## src/verilog/sar_adc_pkg.sv

```systemverilog
// Package with constants and carrier types for the converter host port.
`default_nettype none
package sar_adc_pkg;
    localparam int RES_BITS = 12;
    localparam int BUS_BITS = 8;
    // Register indices (word addresses on the Wishbone slave).
    localparam logic [3:0] IDX_CTRL = 4'h0;
    localparam logic [3:0] IDX_RES_LO = 4'h1;
    localparam logic [3:0] IDX_RES_HI = 4'h2;
    localparam logic [3:0] IDX_CFG = 4'h3;
    // Control byte layout: channel[2:0], gain[4:3], start[7].
    localparam int CTRL_CH_LSB = 0;
    localparam int CTRL_GAIN_LSB = 3;
    localparam int CTRL_START_BIT = 7;
    // Config byte layout: resolution[3:0], clock divide[6:4], twos[7].
    localparam int CFG_DIV_LSB = 4;
    localparam int CFG_TWOS_BIT = 7;
    localparam logic [3:0] CFG_RES_RESET = 4'hc;
    localparam logic [3:0] RES_MIN = 4'h1;
    localparam logic [7:0] CTRL_RESET = 8'h00;
    localparam logic [7:0] STATUS_BUSY_MASK = 8'h80;
    // Settling delay and start pulse width.
    localparam int CLK_MHZ = 100;
    localparam int SETTLE_NS = 2000;
    localparam int SETTLE_CYC = (SETTLE_NS * CLK_MHZ + 999) / 1000;
    localparam int START_NS = 50;
    localparam int START_CYC = (START_NS * CLK_MHZ + 999) / 1000;
    localparam logic [31:0] DATA_ZERO = 32'h0000_0000;

    typedef enum logic [2:0] {
        ST_IDLE = 3'b000,
        ST_SETTLE = 3'b001,
        ST_START = 3'b010,
        ST_CONVERT = 3'b011,
        ST_DONE = 3'b100
    } conv_state_t;

    typedef struct packed {
        logic [2:0] channel;
        logic [1:0] gain;
    } front_end_t;

    typedef struct packed {
        logic [3:0] res_bits;
        logic [2:0] clk_div;
        logic twos;
    } conv_cfg_t;
endpackage : sar_adc_pkg
`default_nettype wire

```

## src/verilog/sar_register.sv

```systemverilog
// Successive-approximation register that resolves one bit per approximation clock.
`default_nettype none
module sar_register #(
    parameter int WIDTH = 12
) (
    // Clock and reset
    input wire logic clk_i,
    input wire logic rst_i,
    // Control
    input wire logic start_i,
    input wire logic step_i,
    input wire logic [3:0] res_bits_i,
    input wire logic comp_i,
    // State
    output logic [WIDTH-1:0] bits_o,
    output logic conversion_done_flag_o
);
    logic [WIDTH-1:0] mask;
    logic [WIDTH-1:0] res_lsb;

    // One-hot marker of the last bit that the short-cycled conversion decides.
    assign res_lsb = {{(WIDTH-1){1'b0}}, 1'b1} << (WIDTH[3:0] - res_bits_i);

    always_ff @(posedge clk_i) begin
        if (rst_i) begin
            bits_o <= '0;
            mask <= '0;
            conversion_done_flag_o <= 1'b0;
        end else if (start_i) begin
            bits_o <= {1'b0, {(WIDTH-1){1'b1}}};
            mask <= {1'b1, {(WIDTH-1){1'b0}}};
            conversion_done_flag_o <= 1'b1;
        end else if (step_i && conversion_done_flag_o) begin
            // The decided bit takes the comparator, the next bit becomes the trial and the rest below clear.
            bits_o <= (bits_o & ~(mask | (mask - {{(WIDTH-1){1'b0}}, 1'b1}))) | ({WIDTH{comp_i}} & mask) |
                      (mask >> 1);
            mask <= mask >> 1;
            if (mask == res_lsb) begin
                conversion_done_flag_o <= 1'b0;
            end
        end
    end
endmodule : sar_register
`default_nettype wire

```

## src/verilog/sar_adc_host_port.sv

```systemverilog
// Host port, start sequencing and readout for the 12-bit successive-approximation converter.
//
// Chosen here: the register offsets and register access over Wishbone.
`default_nettype none
// Overview of operation
// - Two's-complement readout inverts the approximation top bit for the host.
// - The DAC always gets the non-inverted approximation register bits.
// - Short cycling ends conversion once the chosen new least significant bit is decided.
// - Software selects resolution and approximation clock rate.
// - One control write sets channel, gain and starts the sequence.
// - A settling delay separates front-end setup from the converter start.
// - Busy holds the sample-and-hold for the whole approximation.
// - End of conversion can raise a host interrupt request.
// - Result reaches the host bus only on a read, after conversion.
// - Writes land in a clocked latch, reads through enabled buffers, only on strobes.
// - Two 8-bit result read groups and two 8-bit write registers (control, config) exist.
// - All four word address lines are decoded; the byte address lines are not.
// - Read and write act only while the address decode is active.
// - The port select bit chooses the upper result group when high.
// - Same strobe gating serves I/O-mapped and memory-mapped use.
// - Start sets done high, top bit zero and the rest ones.
// - Approximation begins only after the start pulse returns low.
// - The last approximation clock decides the final bit and drops done.
module sar_adc_host_port #(
    parameter int RES_BITS = sar_adc_pkg::RES_BITS,
    parameter int SETTLE_CYC = sar_adc_pkg::SETTLE_CYC
) (
    // Clock and reset
    input wire logic clk_i,
    input wire logic rst_i,
    // Wishbone slave
    input wire logic cyc_i,
    input wire logic stb_i,
    input wire logic we_i,
    input wire logic [5:0] adr_i,
    input wire logic [3:0] sel_i,
    input wire logic [31:0] dat_i,
    output logic [31:0] dat_o,
    output logic ack_o,
    // Analog front end
    input wire logic comp_i,
    output sar_adc_pkg::front_end_t front_end_o,
    output logic [RES_BITS-1:0] dac_code_o,
    output logic hold_o,
    // Host status
    output logic conversion_done_flag_o,
    output logic irq_o
);
    sar_adc_pkg::conv_state_t state;
    sar_adc_pkg::conv_state_t next_state;
    sar_adc_pkg::conv_cfg_t cfg;
    logic [7:0] ctrl_latch;
    logic [15:0] count;
    logic [2:0] div_count;
    logic approx_clock_input;
    logic sar_start;
    logic busy;
    logic busy_q;
    logic [RES_BITS-1:0] sar_bits;
    logic [RES_BITS-1:0] result;
    logic acc;
    logic wr_strobe;
    logic rd_strobe;
    logic [3:0] reg_idx;
    logic addr_hit;

    // Word index; all four word address lines are decoded, not only those the map needs.
    assign reg_idx = adr_i[5:2];
    // Address decode, active only for mapped registers; strobes come from the bus alone.
    assign addr_hit = (reg_idx <= sar_adc_pkg::IDX_CFG);
    assign acc = cyc_i && stb_i && !ack_o;
    assign wr_strobe = acc && we_i && addr_hit && sel_i[0];
    assign rd_strobe = acc && !we_i && addr_hit;

    // Control latch: channel, gain and start bit in one write.
    always_ff @(posedge clk_i) begin
        if (rst_i) begin
            ctrl_latch <= sar_adc_pkg::CTRL_RESET;
        end else if (wr_strobe && reg_idx == sar_adc_pkg::IDX_CTRL) begin
            ctrl_latch <= dat_i[7:0];
        end
    end

    assign front_end_o.channel = ctrl_latch[sar_adc_pkg::CTRL_CH_LSB +: 3];
    assign front_end_o.gain = ctrl_latch[sar_adc_pkg::CTRL_GAIN_LSB +: 2];

    // Resolution and clock divide set by software; resolution is clamped to a legal range.
    always_ff @(posedge clk_i) begin
        if (rst_i) begin
            cfg <= '{res_bits: sar_adc_pkg::CFG_RES_RESET, clk_div: 3'h0, twos: 1'b0};
        end else if (wr_strobe && reg_idx == sar_adc_pkg::IDX_CFG) begin
            cfg.res_bits <= (dat_i[3:0] < sar_adc_pkg::RES_MIN) ? sar_adc_pkg::RES_MIN :
                            (dat_i[3:0] > sar_adc_pkg::CFG_RES_RESET) ? sar_adc_pkg::CFG_RES_RESET :
                            dat_i[3:0];
            cfg.clk_div <= dat_i[sar_adc_pkg::CFG_DIV_LSB +: 3];
            cfg.twos <= dat_i[sar_adc_pkg::CFG_TWOS_BIT];
        end
    end

    // Sequencer: settle, start pulse, approximation, done.
    always_comb begin
        next_state = state;
        unique case (state)
            sar_adc_pkg::ST_IDLE: begin
                if (wr_strobe && reg_idx == sar_adc_pkg::IDX_CTRL && dat_i[sar_adc_pkg::CTRL_START_BIT]) begin
                    next_state = sar_adc_pkg::ST_SETTLE;
                end
            end
            sar_adc_pkg::ST_SETTLE: begin
                if (count == 16'(SETTLE_CYC - 1)) begin
                    next_state = sar_adc_pkg::ST_START;
                end
            end
            sar_adc_pkg::ST_START: begin
                if (count == 16'(sar_adc_pkg::START_CYC - 1)) begin
                    next_state = sar_adc_pkg::ST_CONVERT;
                end
            end
            sar_adc_pkg::ST_CONVERT: begin
                if (busy_q && !busy) begin
                    next_state = sar_adc_pkg::ST_DONE;
                end
            end
            sar_adc_pkg::ST_DONE: begin
                if (wr_strobe && reg_idx == sar_adc_pkg::IDX_CTRL && dat_i[sar_adc_pkg::CTRL_START_BIT]) begin
                    next_state = sar_adc_pkg::ST_SETTLE;
                end
            end
            default: next_state = sar_adc_pkg::ST_IDLE;
        endcase
    end

    always_ff @(posedge clk_i) begin
        if (rst_i) begin
            state <= sar_adc_pkg::ST_IDLE;
        end else begin
            state <= next_state;
        end
    end

    always_ff @(posedge clk_i) begin
        if (rst_i || next_state != state) begin
            count <= 16'h0000;
        end else begin
            count <= count + 16'h0001;
        end
    end

    // Approximation clock divider, running only after the start pulse has ended.
    always_ff @(posedge clk_i) begin
        if (rst_i || state != sar_adc_pkg::ST_CONVERT) begin
            div_count <= 3'h0;
        end else if (div_count == cfg.clk_div) begin
            div_count <= 3'h0;
        end else begin
            div_count <= div_count + 3'h1;
        end
    end

    assign approx_clock_input = (state == sar_adc_pkg::ST_CONVERT) && (div_count == cfg.clk_div);
    assign sar_start = (state == sar_adc_pkg::ST_START) && (count == 16'h0000);

    sar_register #(
        .WIDTH(RES_BITS)
    ) u_sar (
        .clk_i(clk_i),
        .rst_i(rst_i),
        .start_i(sar_start),
        .step_i(approx_clock_input),
        .res_bits_i(cfg.res_bits),
        .comp_i(comp_i),
        .bits_o(sar_bits),
        .conversion_done_flag_o(busy)
    );

    always_ff @(posedge clk_i) begin
        if (rst_i) begin
            busy_q <= 1'b0;
        end else begin
            busy_q <= busy;
        end
    end

    assign dac_code_o = sar_bits;
    assign hold_o = busy;
    assign conversion_done_flag_o = busy;

    // Host copy of the result, top bit inverted for two's-complement coding.
    assign result = {sar_bits[RES_BITS-1] ^ cfg.twos, sar_bits[RES_BITS-2:0]};

    // End-of-conversion request, cleared by reading the upper result group; a new end wins.
    always_ff @(posedge clk_i) begin
        if (rst_i) begin
            irq_o <= 1'b0;
        end else if (busy_q && !busy) begin
            irq_o <= 1'b1;
        end else if (rd_strobe && reg_idx == sar_adc_pkg::IDX_RES_HI) begin
            irq_o <= 1'b0;
        end
    end

    // Read groups: low byte, and upper bits with status; result only while not busy.
    always_ff @(posedge clk_i) begin
        if (rst_i) begin
            dat_o <= sar_adc_pkg::DATA_ZERO;
        end else if (rd_strobe) begin
            unique case (reg_idx)
                sar_adc_pkg::IDX_CTRL: dat_o <= {24'h00_0000, ctrl_latch};
                sar_adc_pkg::IDX_RES_LO: dat_o <= busy ? sar_adc_pkg::DATA_ZERO :
                                                  {24'h00_0000, result[7:0]};
                sar_adc_pkg::IDX_RES_HI: dat_o <= {24'h00_0000, (busy ? sar_adc_pkg::STATUS_BUSY_MASK : 8'h00) |
                                                  (busy ? 8'h00 : {4'h0, result[RES_BITS-1:8]})};
                sar_adc_pkg::IDX_CFG: dat_o <= {24'h00_0000, cfg.twos, cfg.clk_div, cfg.res_bits};
                default: dat_o <= sar_adc_pkg::DATA_ZERO;
            endcase
        end else begin
            dat_o <= sar_adc_pkg::DATA_ZERO;
        end
    end

    // Single-cycle acknowledge for every access, mapped or not; unmapped reads return zero.
    always_ff @(posedge clk_i) begin
        if (rst_i) begin
            ack_o <= 1'b0;
        end else begin
            ack_o <= acc;
        end
    end
endmodule : sar_adc_host_port
`default_nettype wire

```

## config.mk

```make
export PLATFORM = sky130hd
export DESIGN_NAME = sar_adc_host_port
export DESIGN_NICKNAME = d
export VERILOG_FILES = /design/src/verilog/sar_adc_pkg.sv /design/src/verilog/sar_register.sv /design/src/verilog/sar_adc_host_port.sv
export SDC_FILE = /design/constraint.sdc
export NUM_CORES = 1
export LEC_CHECK = 0
export BUFFER_PORTS_ARGS = -buffer_cell sky130_fd_sc_hd__buf_2
export CAP_MARGIN = 25
export CORE_ASPECT_RATIO = 0.9
export CORE_MARGIN = 3
export CORE_UTILIZATION = 30
export CTS_BUF_LIST = sky130_fd_sc_hd__clkbuf_8 sky130_fd_sc_hd__clkbuf_16
export DETAILED_ROUTE_END_ITERATION = 10
export HOLD_SLACK_MARGIN = 0.1
export PLACE_DENSITY_LB_ADDON = 0.15
export SLEW_MARGIN = 10
export SYNTH_ARGS = -nofsm -noshare
export SYNTH_HDL_FRONTEND = slang
export SYNTH_HIERARCHICAL = 1
export SYNTH_SLANG_ARGS = --single-unit
```

## constraint.sdc

```tcl
create_clock -name clk_i -period 1.9 [get_ports clk_i]
set_input_delay 0.095 -clock clk_i [delete_from_list [all_inputs] [get_ports clk_i]]
set_output_delay 0.095 -clock clk_i [all_outputs]
set_load 0.02 [all_outputs]
```

== After elaboration in Yosys (flattened, before gate mapping) ==
Index checks and enable logic that the tools add are counted.

* Add/sub/neg operators: 4
* $lt $le $gt $ge: 3
* Equal/unequal tests: 13
* Shift-type cells: 1
* Muxes and demuxes: 20
* Bitwise logic cells: 9
* Reductions and logical operators: 31

{| class="wikitable"
|+ Operators by type and width
! cell !! count
|-
| 8-bit case mux with 4 select lines || 1
|-
| 12-bit bitwise AND || 2
|-
| 12-bit 2-to-1 mux || 2
|-
| 12-bit OR || 2
|-
| 11-bit 2-to-1 mux || 2
|-
| 16-bit by 1-bit adder with 16-bit output, second input constant || 1
|-
| 16-bit by 3-bit == test with 1-bit output, second input constant || 1
|-
| 16-bit by 8-bit == test with 1-bit output, second input constant || 1
|-
| 16-bit logical NOT || 1
|-
| 8-bit 2-to-1 mux || 2
|-
| 1-bit logical AND || 15
|-
| 12-bit == test || 1
|-
| 3-bit 2-to-1 mux || 4
|-
| 4-bit 2-to-1 mux || 3
|-
| 12-bit inverter || 1
|-
| 12-bit by 11-bit OR with 12-bit output || 1
|-
| 3-bit case mux with 4 select lines || 1
|-
| 1-bit by 4-bit << shifter with 12-bit output, first input constant || 1
|-
| 12-bit by 1-bit subtractor with 12-bit output, second input constant || 1
|-
| 4-bit by 2-bit == test with 1-bit output, second input constant || 2
|-
| 8-bit by 4-bit OR with 8-bit output || 1
|-
| 2-bit OR reduction || 4
|-
| 3-bit by 2-bit == test with 1-bit output, second input constant || 2
|-
| 2-bit nonzero test || 3
|-
| other kinds (19) || 26
|}

* Bits in registers: 98
* Input port bits: 48
* Logic and storage cells: 97

== Depth between registers and ports, before layout ==
* Depth after elaboration: 11
* Mapped depth: 9
* Gate-level depth less buffers: 8

== By module ==
The synthesis kept the hierarchy.

{| class="wikitable"
|+ By module, submodules not included
! module !! instances !! cells each !! area each (sq um) !! sequential area each (sq um)
|-
| sar_adc_host_port || 1 || 283 || 2537.4 || 980.9
|-
| sar_register || 1 || 192 || 1415.1 || 500.5
|}

== Least setup slack after synthesis ==
Ideal clock, no wire load.

* Path kind: reg2reg
* Start point: register count[11]
* End point: register u_sar.conversion_done_flag_o
* Arrival: 1875 ps
* Required time: 1826 ps
* Slack: -49 ps
* Stages on the path, launching flop included: 7
* Cells stage by stage: dfxtp_1 or4_4 nor3_2 and3b_1 clkbuf_1 o21bai_1 a31oi_1

* Cells in the longest elaborated chain, start to end: 4

{| class="wikitable"
|+ Ends and longest elaborated chain
! what !! line !! source
|-
| start, declared || sar_adc_host_port.sv:53 || <nowiki>logic [15:0] count;</nowiki>
|-
| start signal, assigned || sar_adc_host_port.sv:145 || <nowiki>count <= count + 16'h0001;</nowiki>
|-
| 16-bit logical NOT (*) || sar_adc_host_port.sv:161 || <nowiki>assign sar_start = (state == sar_adc_pkg::ST_START) && (count == 16'h0000);</nowiki>
|-
| 1-bit logical AND (*) || sar_adc_host_port.sv:161 ||
|-
| net sar_start || sar_adc_host_port.sv:56 || <nowiki>logic sar_start;</nowiki>
|-
| 2-bit nonzero test (no line) || - ||
|-
| 2-bit AND reduction (no line) || - ||
|-
| end signal, assigned || sar_register.sv:28 || <nowiki>conversion_done_flag_o <= 1'b0;</nowiki>
|-
| end signal, assigned || sar_register.sv:32 || <nowiki>conversion_done_flag_o <= 1'b1;</nowiki>
|-
| end signal, assigned || sar_register.sv:39 || <nowiki>conversion_done_flag_o <= 1'b0;</nowiki>
|-
| end, declared || sar_register.sv:16 || <nowiki>output logic conversion_done_flag_o</nowiki>
|}

Mark *: on every way through the listed nets, which the timed path passes. The rest lies on a longest branch.
A chain may end at the register's enable or synchronous reset.

== Worst setup path in the final report ==
* Start point: register count[11]
* End point: register count[4]

* Cells in the longest elaborated chain, start to end: 5

{| class="wikitable"
|+ Ends and longest elaborated chain
! what !! line !! source
|-
| 16-bit by 3-bit == test with 1-bit output or 16-bit by 8-bit == test with 1-bit output (tied branches) || sar_adc_host_port.sv:115, sar_adc_host_port.sv:110 ||
|-
| 3-bit 2-to-1 mux (on tied branches) || sar_adc_host_port.sv:115, sar_adc_host_port.sv:110 ||
|-
| 3-bit case mux with 4 select lines (*) || sar_adc_host_port.sv:103 || <nowiki>unique case (state)</nowiki>
|-
| 3-bit inequality test (*) || sar_adc_host_port.sv:142 || <nowiki>if (rst_i || next_state != state) begin</nowiki>
|-
| 1-bit logical OR (*) || sar_adc_host_port.sv:142 ||
|}

Every way passes the cells marked *; elsewhere a longest branch is shown, timed or not.

==> run_summary.xml <==
<?xml version="1.0" encoding="UTF-8"?>
<metrics>
  <group name="yosys">
    <metric name="synth-simple-area-share" unit="%">29.8</metric>
    <metric name="syn_warnings" unit="">6</metric>
    <metric name="combinational_family_with_the_most_area_after_synthesis" unit="">simple AND/OR/NAND/NOR gates</metric>
    <metric name="synth_fa_ha_area_share" unit="%">0.950</metric>
    <metric name="yosys_register_bits" unit="">74</metric>
    <metric name="synthesis.instances" unit="">475</metric>
    <metric name="synthMuxAreaShare" unit="%">2.03</metric>
    <metric name="ys_async_sr_fraction" unit="%">0</metric>
    <metric name="synth_ff_type" unit="">sky130_fd_sc_hd__dfxtp_1</metric>
    <metric name="synth_cell_types" unit="">60</metric>
    <metric name="synthesis.area" unit="sq mm">0.00395</metric>
    <metric name="ys_seq_area_share" unit="%">37.5</metric>
    <metric name="synth.avg_cell_area" unit="sq um">8.32</metric>
    <metric name="synthXorXnorAreaFrac" unit="%">4.21</metric>
    <metric name="synth_compound_gate_area_share" unit="%">15.2</metric>
    <metric name="number_of_synthesized_flops_with_an_enable_pin" unit="">0</metric>
  </group>
  <group name="sta">
    <metric name="setup_viol_count_final" unit="">5</metric>
    <metric name="hold_viol_final" unit="">0</metric>
    <metric name="max_freq" unit="MHz">524</metric>
    <metric name="final_period_minus_worst_setup_slack" unit="ns">1.91</metric>
    <metric name="setup_ws" unit="ns">-0.00942</metric>
    <metric name="grt_setup_unrepaired" unit="">true</metric>
    <metric name="hold-worst-slack" unit="ns">0.116</metric>
    <metric name="timing_max_transition_violations_final" unit="">0</metric>
    <metric name="layout_worst_path_cycle_share" unit="%">100</metric>
    <metric name="worst_clock_skew" unit="ns">0.00739</metric>
  </group>
  <group name="cts">
    <metric name="cts_made_buffers" unit="">9</metric>
    <metric name="clk_pin_slew_worst_paths" unit="ns">0.06</metric>
    <metric name="clock_sinks" unit="">74</metric>
    <metric name="clk_root_buffer_cell" unit="">sky130_fd_sc_hd__clkbuf_16</metric>
    <metric name="worst_skew_pair.late_latency" unit="ns">0.33</metric>
    <metric name="cts_max_path_buffers" unit="">2</metric>
    <metric name="htree_num_levels" unit="">3</metric>
    <metric name="cts_tree" unit="">built</metric>
  </group>
  <group name="drt">
    <metric name="drt_wl_total" unit="um">10700</metric>
    <metric name="first_pass_iters" unit="">5</metric>
    <metric name="route.vias.total" unit="">3565</metric>
    <metric name="antenna_violating_nets_post_route" unit="">0</metric>
    <metric name="viasPerCell" unit="">4.90</metric>
    <metric name="detail_route.drc_violations" unit="">0</metric>
    <metric name="dr.first_iter.drc_count" unit="">214</metric>
    <metric name="avgRoutedWirePerCell" unit="um">14.6</metric>
  </group>
  <group name="grt">
    <metric name="grt_max_degree" unit="">20</metric>
    <metric name="track_usage" unit="%">14.4</metric>
    <metric name="grt_pass1_vias" unit="">3286</metric>
    <metric name="initial_antenna_violation_count" unit="">0</metric>
    <metric name="grt_first_pass_wirelength" unit="um">17000</metric>
    <metric name="grt-ovfl-total" unit="">0</metric>
  </group>
  <group name="power">
    <metric name="power_density" unit="mW/mm^2">716</metric>
    <metric name="irDropWorstVdd" unit="mV">0.463</metric>
    <metric name="p_leak" unit="nW">1.99</metric>
    <metric name="power_total" unit="mW">3.60</metric>
  </group>
  <group name="floorplanning">
    <metric name="die_height" unit="um">115</metric>
    <metric name="initial_core_util" unit="%">30.9</metric>
    <metric name="design.die.area" unit="sq mm">0.0146</metric>
    <metric name="placement_rows" unit="">39</metric>
    <metric name="top_level_ports" unit="">101</metric>
    <metric name="die_w" unit="um">127</metric>
    <metric name="floorplan.core_area" unit="sq mm">0.0128</metric>
  </group>
  <group name="worst_setup_path">
    <metric name="worstSetupEndpointType" unit="">flop</metric>
    <metric name="category_of_the_worst_setup_path_launch_point" unit="">flop</metric>
    <metric name="critical_path_arrival" unit="ns">2.13</metric>
    <metric name="max_fo_critical_path" unit="">16</metric>
    <metric name="timing.setup.critical_path_class" unit="">reg2reg</metric>
    <metric name="timing.reg2reg.setup_slack" unit="ns">-0.009</metric>
    <metric name="timing.rr.start" unit="">count[11]$_SDFF_PP0_</metric>
    <metric name="reg2regPathDepth" unit="">6</metric>
    <metric name="worst_ep_required_time" unit="ns">2.12</metric>
    <metric name="worst_setup_path_startpoint" unit="">count[11]$_SDFF_PP0_</metric>
  </group>
  <group name="layout">
    <metric name="antenna_cells" unit="">0</metric>
    <metric name="layout.cell_area.non_filler" unit="sq mm">0.00503</metric>
    <metric name="share_of_post_route_cells_with_drive_strength_above_1" unit="%">27.3</metric>
    <metric name="nets" unit="">610</metric>
    <metric name="area_delta_synth_final" unit="%">27.2</metric>
  </group>
  <group name="min_path">
    <metric name="timing.hold.worst.class" unit="">in2reg</metric>
    <metric name="worstHoldStart" unit="">we_i</metric>
    <metric name="hold_depth" unit="">3</metric>
  </group>
  <group name="placed_design">
    <metric name="gp_routability_congestion" unit="">0.812</metric>
    <metric name="post-place-ws" unit="ns">-0.0623</metric>
    <metric name="place.detailed.hpwl" unit="um">7730</metric>
    <metric name="place.port_buffers" unit="">47</metric>
    <metric name="post_dp_cell_area" unit="sq mm">0.00453</metric>
  </group>
  <group name="outcome">
    <metric name="violations" unit="">negative setup slack</metric>
    <metric name="outcome" unit="">complete, but fails checks</metric>
  </group>
  <group name="job">
    <metric name="cap_violations" unit="">0</metric>
  </group>
</metrics>
[where the power goes]
| part | internal [mW] | total, mW | switching, mW |
|---|---|---|---|
| combinational | 0.0577 | 0.175 | 0.117 |
| sequential | 1.56 | 1.57 | 0.00751 |
| clock | 1.19 | 1.86 | 0.671 |
[what timing repair did]
item	4_1_cts	5_1_grt
pin swaps	0	5
hold buffers	9	0
setup endpoints to repair	12	39
gates resized for setup	2	18
hold endpoints to repair	19	0
buffers inserted	0	2
[cells by family after synthesis]
| group | count (synthesis) |
|---|---|
| simple gates | 213 |
| xor+xnor | 19 |
| compound gates | 92 |
| other cells | 1 |
| flops | 74 |
| buf+inv | 65 |
| mux | 8 |
| fa+ha+maj | 3 |
[state kept, by name (all words and copies together) (netlist names), 3 cells and up]
name,count
cfg,8
dat_o,8
count,16
div_count,3
state,3
u_sar/bits_o,12
ctrl_latch,8
u_sar/mask,12
[synthesized netlist by cell type (all sizes together) (6+ instances only)]
| cell | count | area [sq um] |
|---|---|---|
| mux2i | 8 | 80.1 |
| xor2 | 7 | 61.3 |
| a22oi | 7 | 52.6 |
| nor2b | 8 | 50.1 |
| clkbuf | 17 | 63.8 |
| nand3 | 15 | 80.1 |
| buf | 42 | 320 |
| nor3 | 32 | 215 |
| a211oi | 11 | 87.6 |
| nand2 | 52 | 195 |
| nand3b | 6 | 45.0 |
| dfxtp | 74 | 1480 |
| xnor2 | 12 | 105 |
| or4 | 6 | 56.3 |
| inv | 6 | 22.5 |
| nor2 | 55 | 206 |
| o21ai | 11 | 55.1 |
| a21oi | 43 | 215 |
| and3 | 6 | 37.5 |
[per-layer routing]
metal	up-vias	GRT usage (%)	share of wire, %
met4	0	4.79	1.4
met2	104	22.6	45
li1	1799	-	-
met1	1655	20.2	48
met5	-	0	0
met3	7	2.55	5.3
[cell type report]
cell class / count / area, sq um
sequential: 74 / 1480
timing repair buffer: 109 / 788
fill: 1307 / 7760
tap: 164 / 205
inverter: 6 / 22.5
clock buffer: 10 / 239
multi-input combinational: 359 / 2200
clock inverter: 6 / 90.1
[layout by cell type, fill, tap and decap left out, drive strengths merged, types with 3 or more instances in the layout]
cell         Yosys  routed
and3b            3       3
o21ai           11      11
dlygate4sd3      0       9
nand4b           5       5
nand2           52      52
a22oi            7       7
nand3b           6       6
xor2             7       7
ha               3       3
or4              6       6
xnor2           12      12
nor4             5       5
inv              6       6
mux2i            8       8
clkinv           0       3
and4             3       3
nor2b            8       8
nor3b            4       4
conb             1      24
a21oi           43      43
nor2            55      55
and3             6       6
clkbuf          17      10
a211oi          11      11
buf             42     100
a31oi            4       4
dfxtp           74      74
a222oi           3       3
nor3            32      32
nand3           15      15
[per-stage QoR]
stage,cells,TNS [ns],utilization [%]
CTS,726,-0.0600,38.8
floorplan,498,0,-
finish,728,-0.0208,39.3
global placement,701,-0.0758,35.5
detailed placement,701,-0.207,35.5
global route,728,-1.75,39.3
[worst max-delay path: stages, from the launching register on]
cell and delay [ns]:
sky130_fd_sc_hd__dfxtp_2 0.32, sky130_fd_sc_hd__or4_4 0.57, sky130_fd_sc_hd__nor4_4 0.35, sky130_fd_sc_hd__o31ai_2 0.13
sky130_fd_sc_hd__a31oi_4 0.18, sky130_fd_sc_hd__buf_12 0.18, sky130_fd_sc_hd__nor3_1 0.07
[path summary, 6_finish.rpt]
kind / endpoint
worst max register to register: count[4]$_SDFF_PP0_
worst min register to register: dat_o[6]$_SDFF_PP0_
worst min-delay path: irq_o$_SDFFE_PP0P_
worst max-delay path: count[4]$_SDFF_PP0_
No activity file was read; power rests on OpenSTA's default activity.
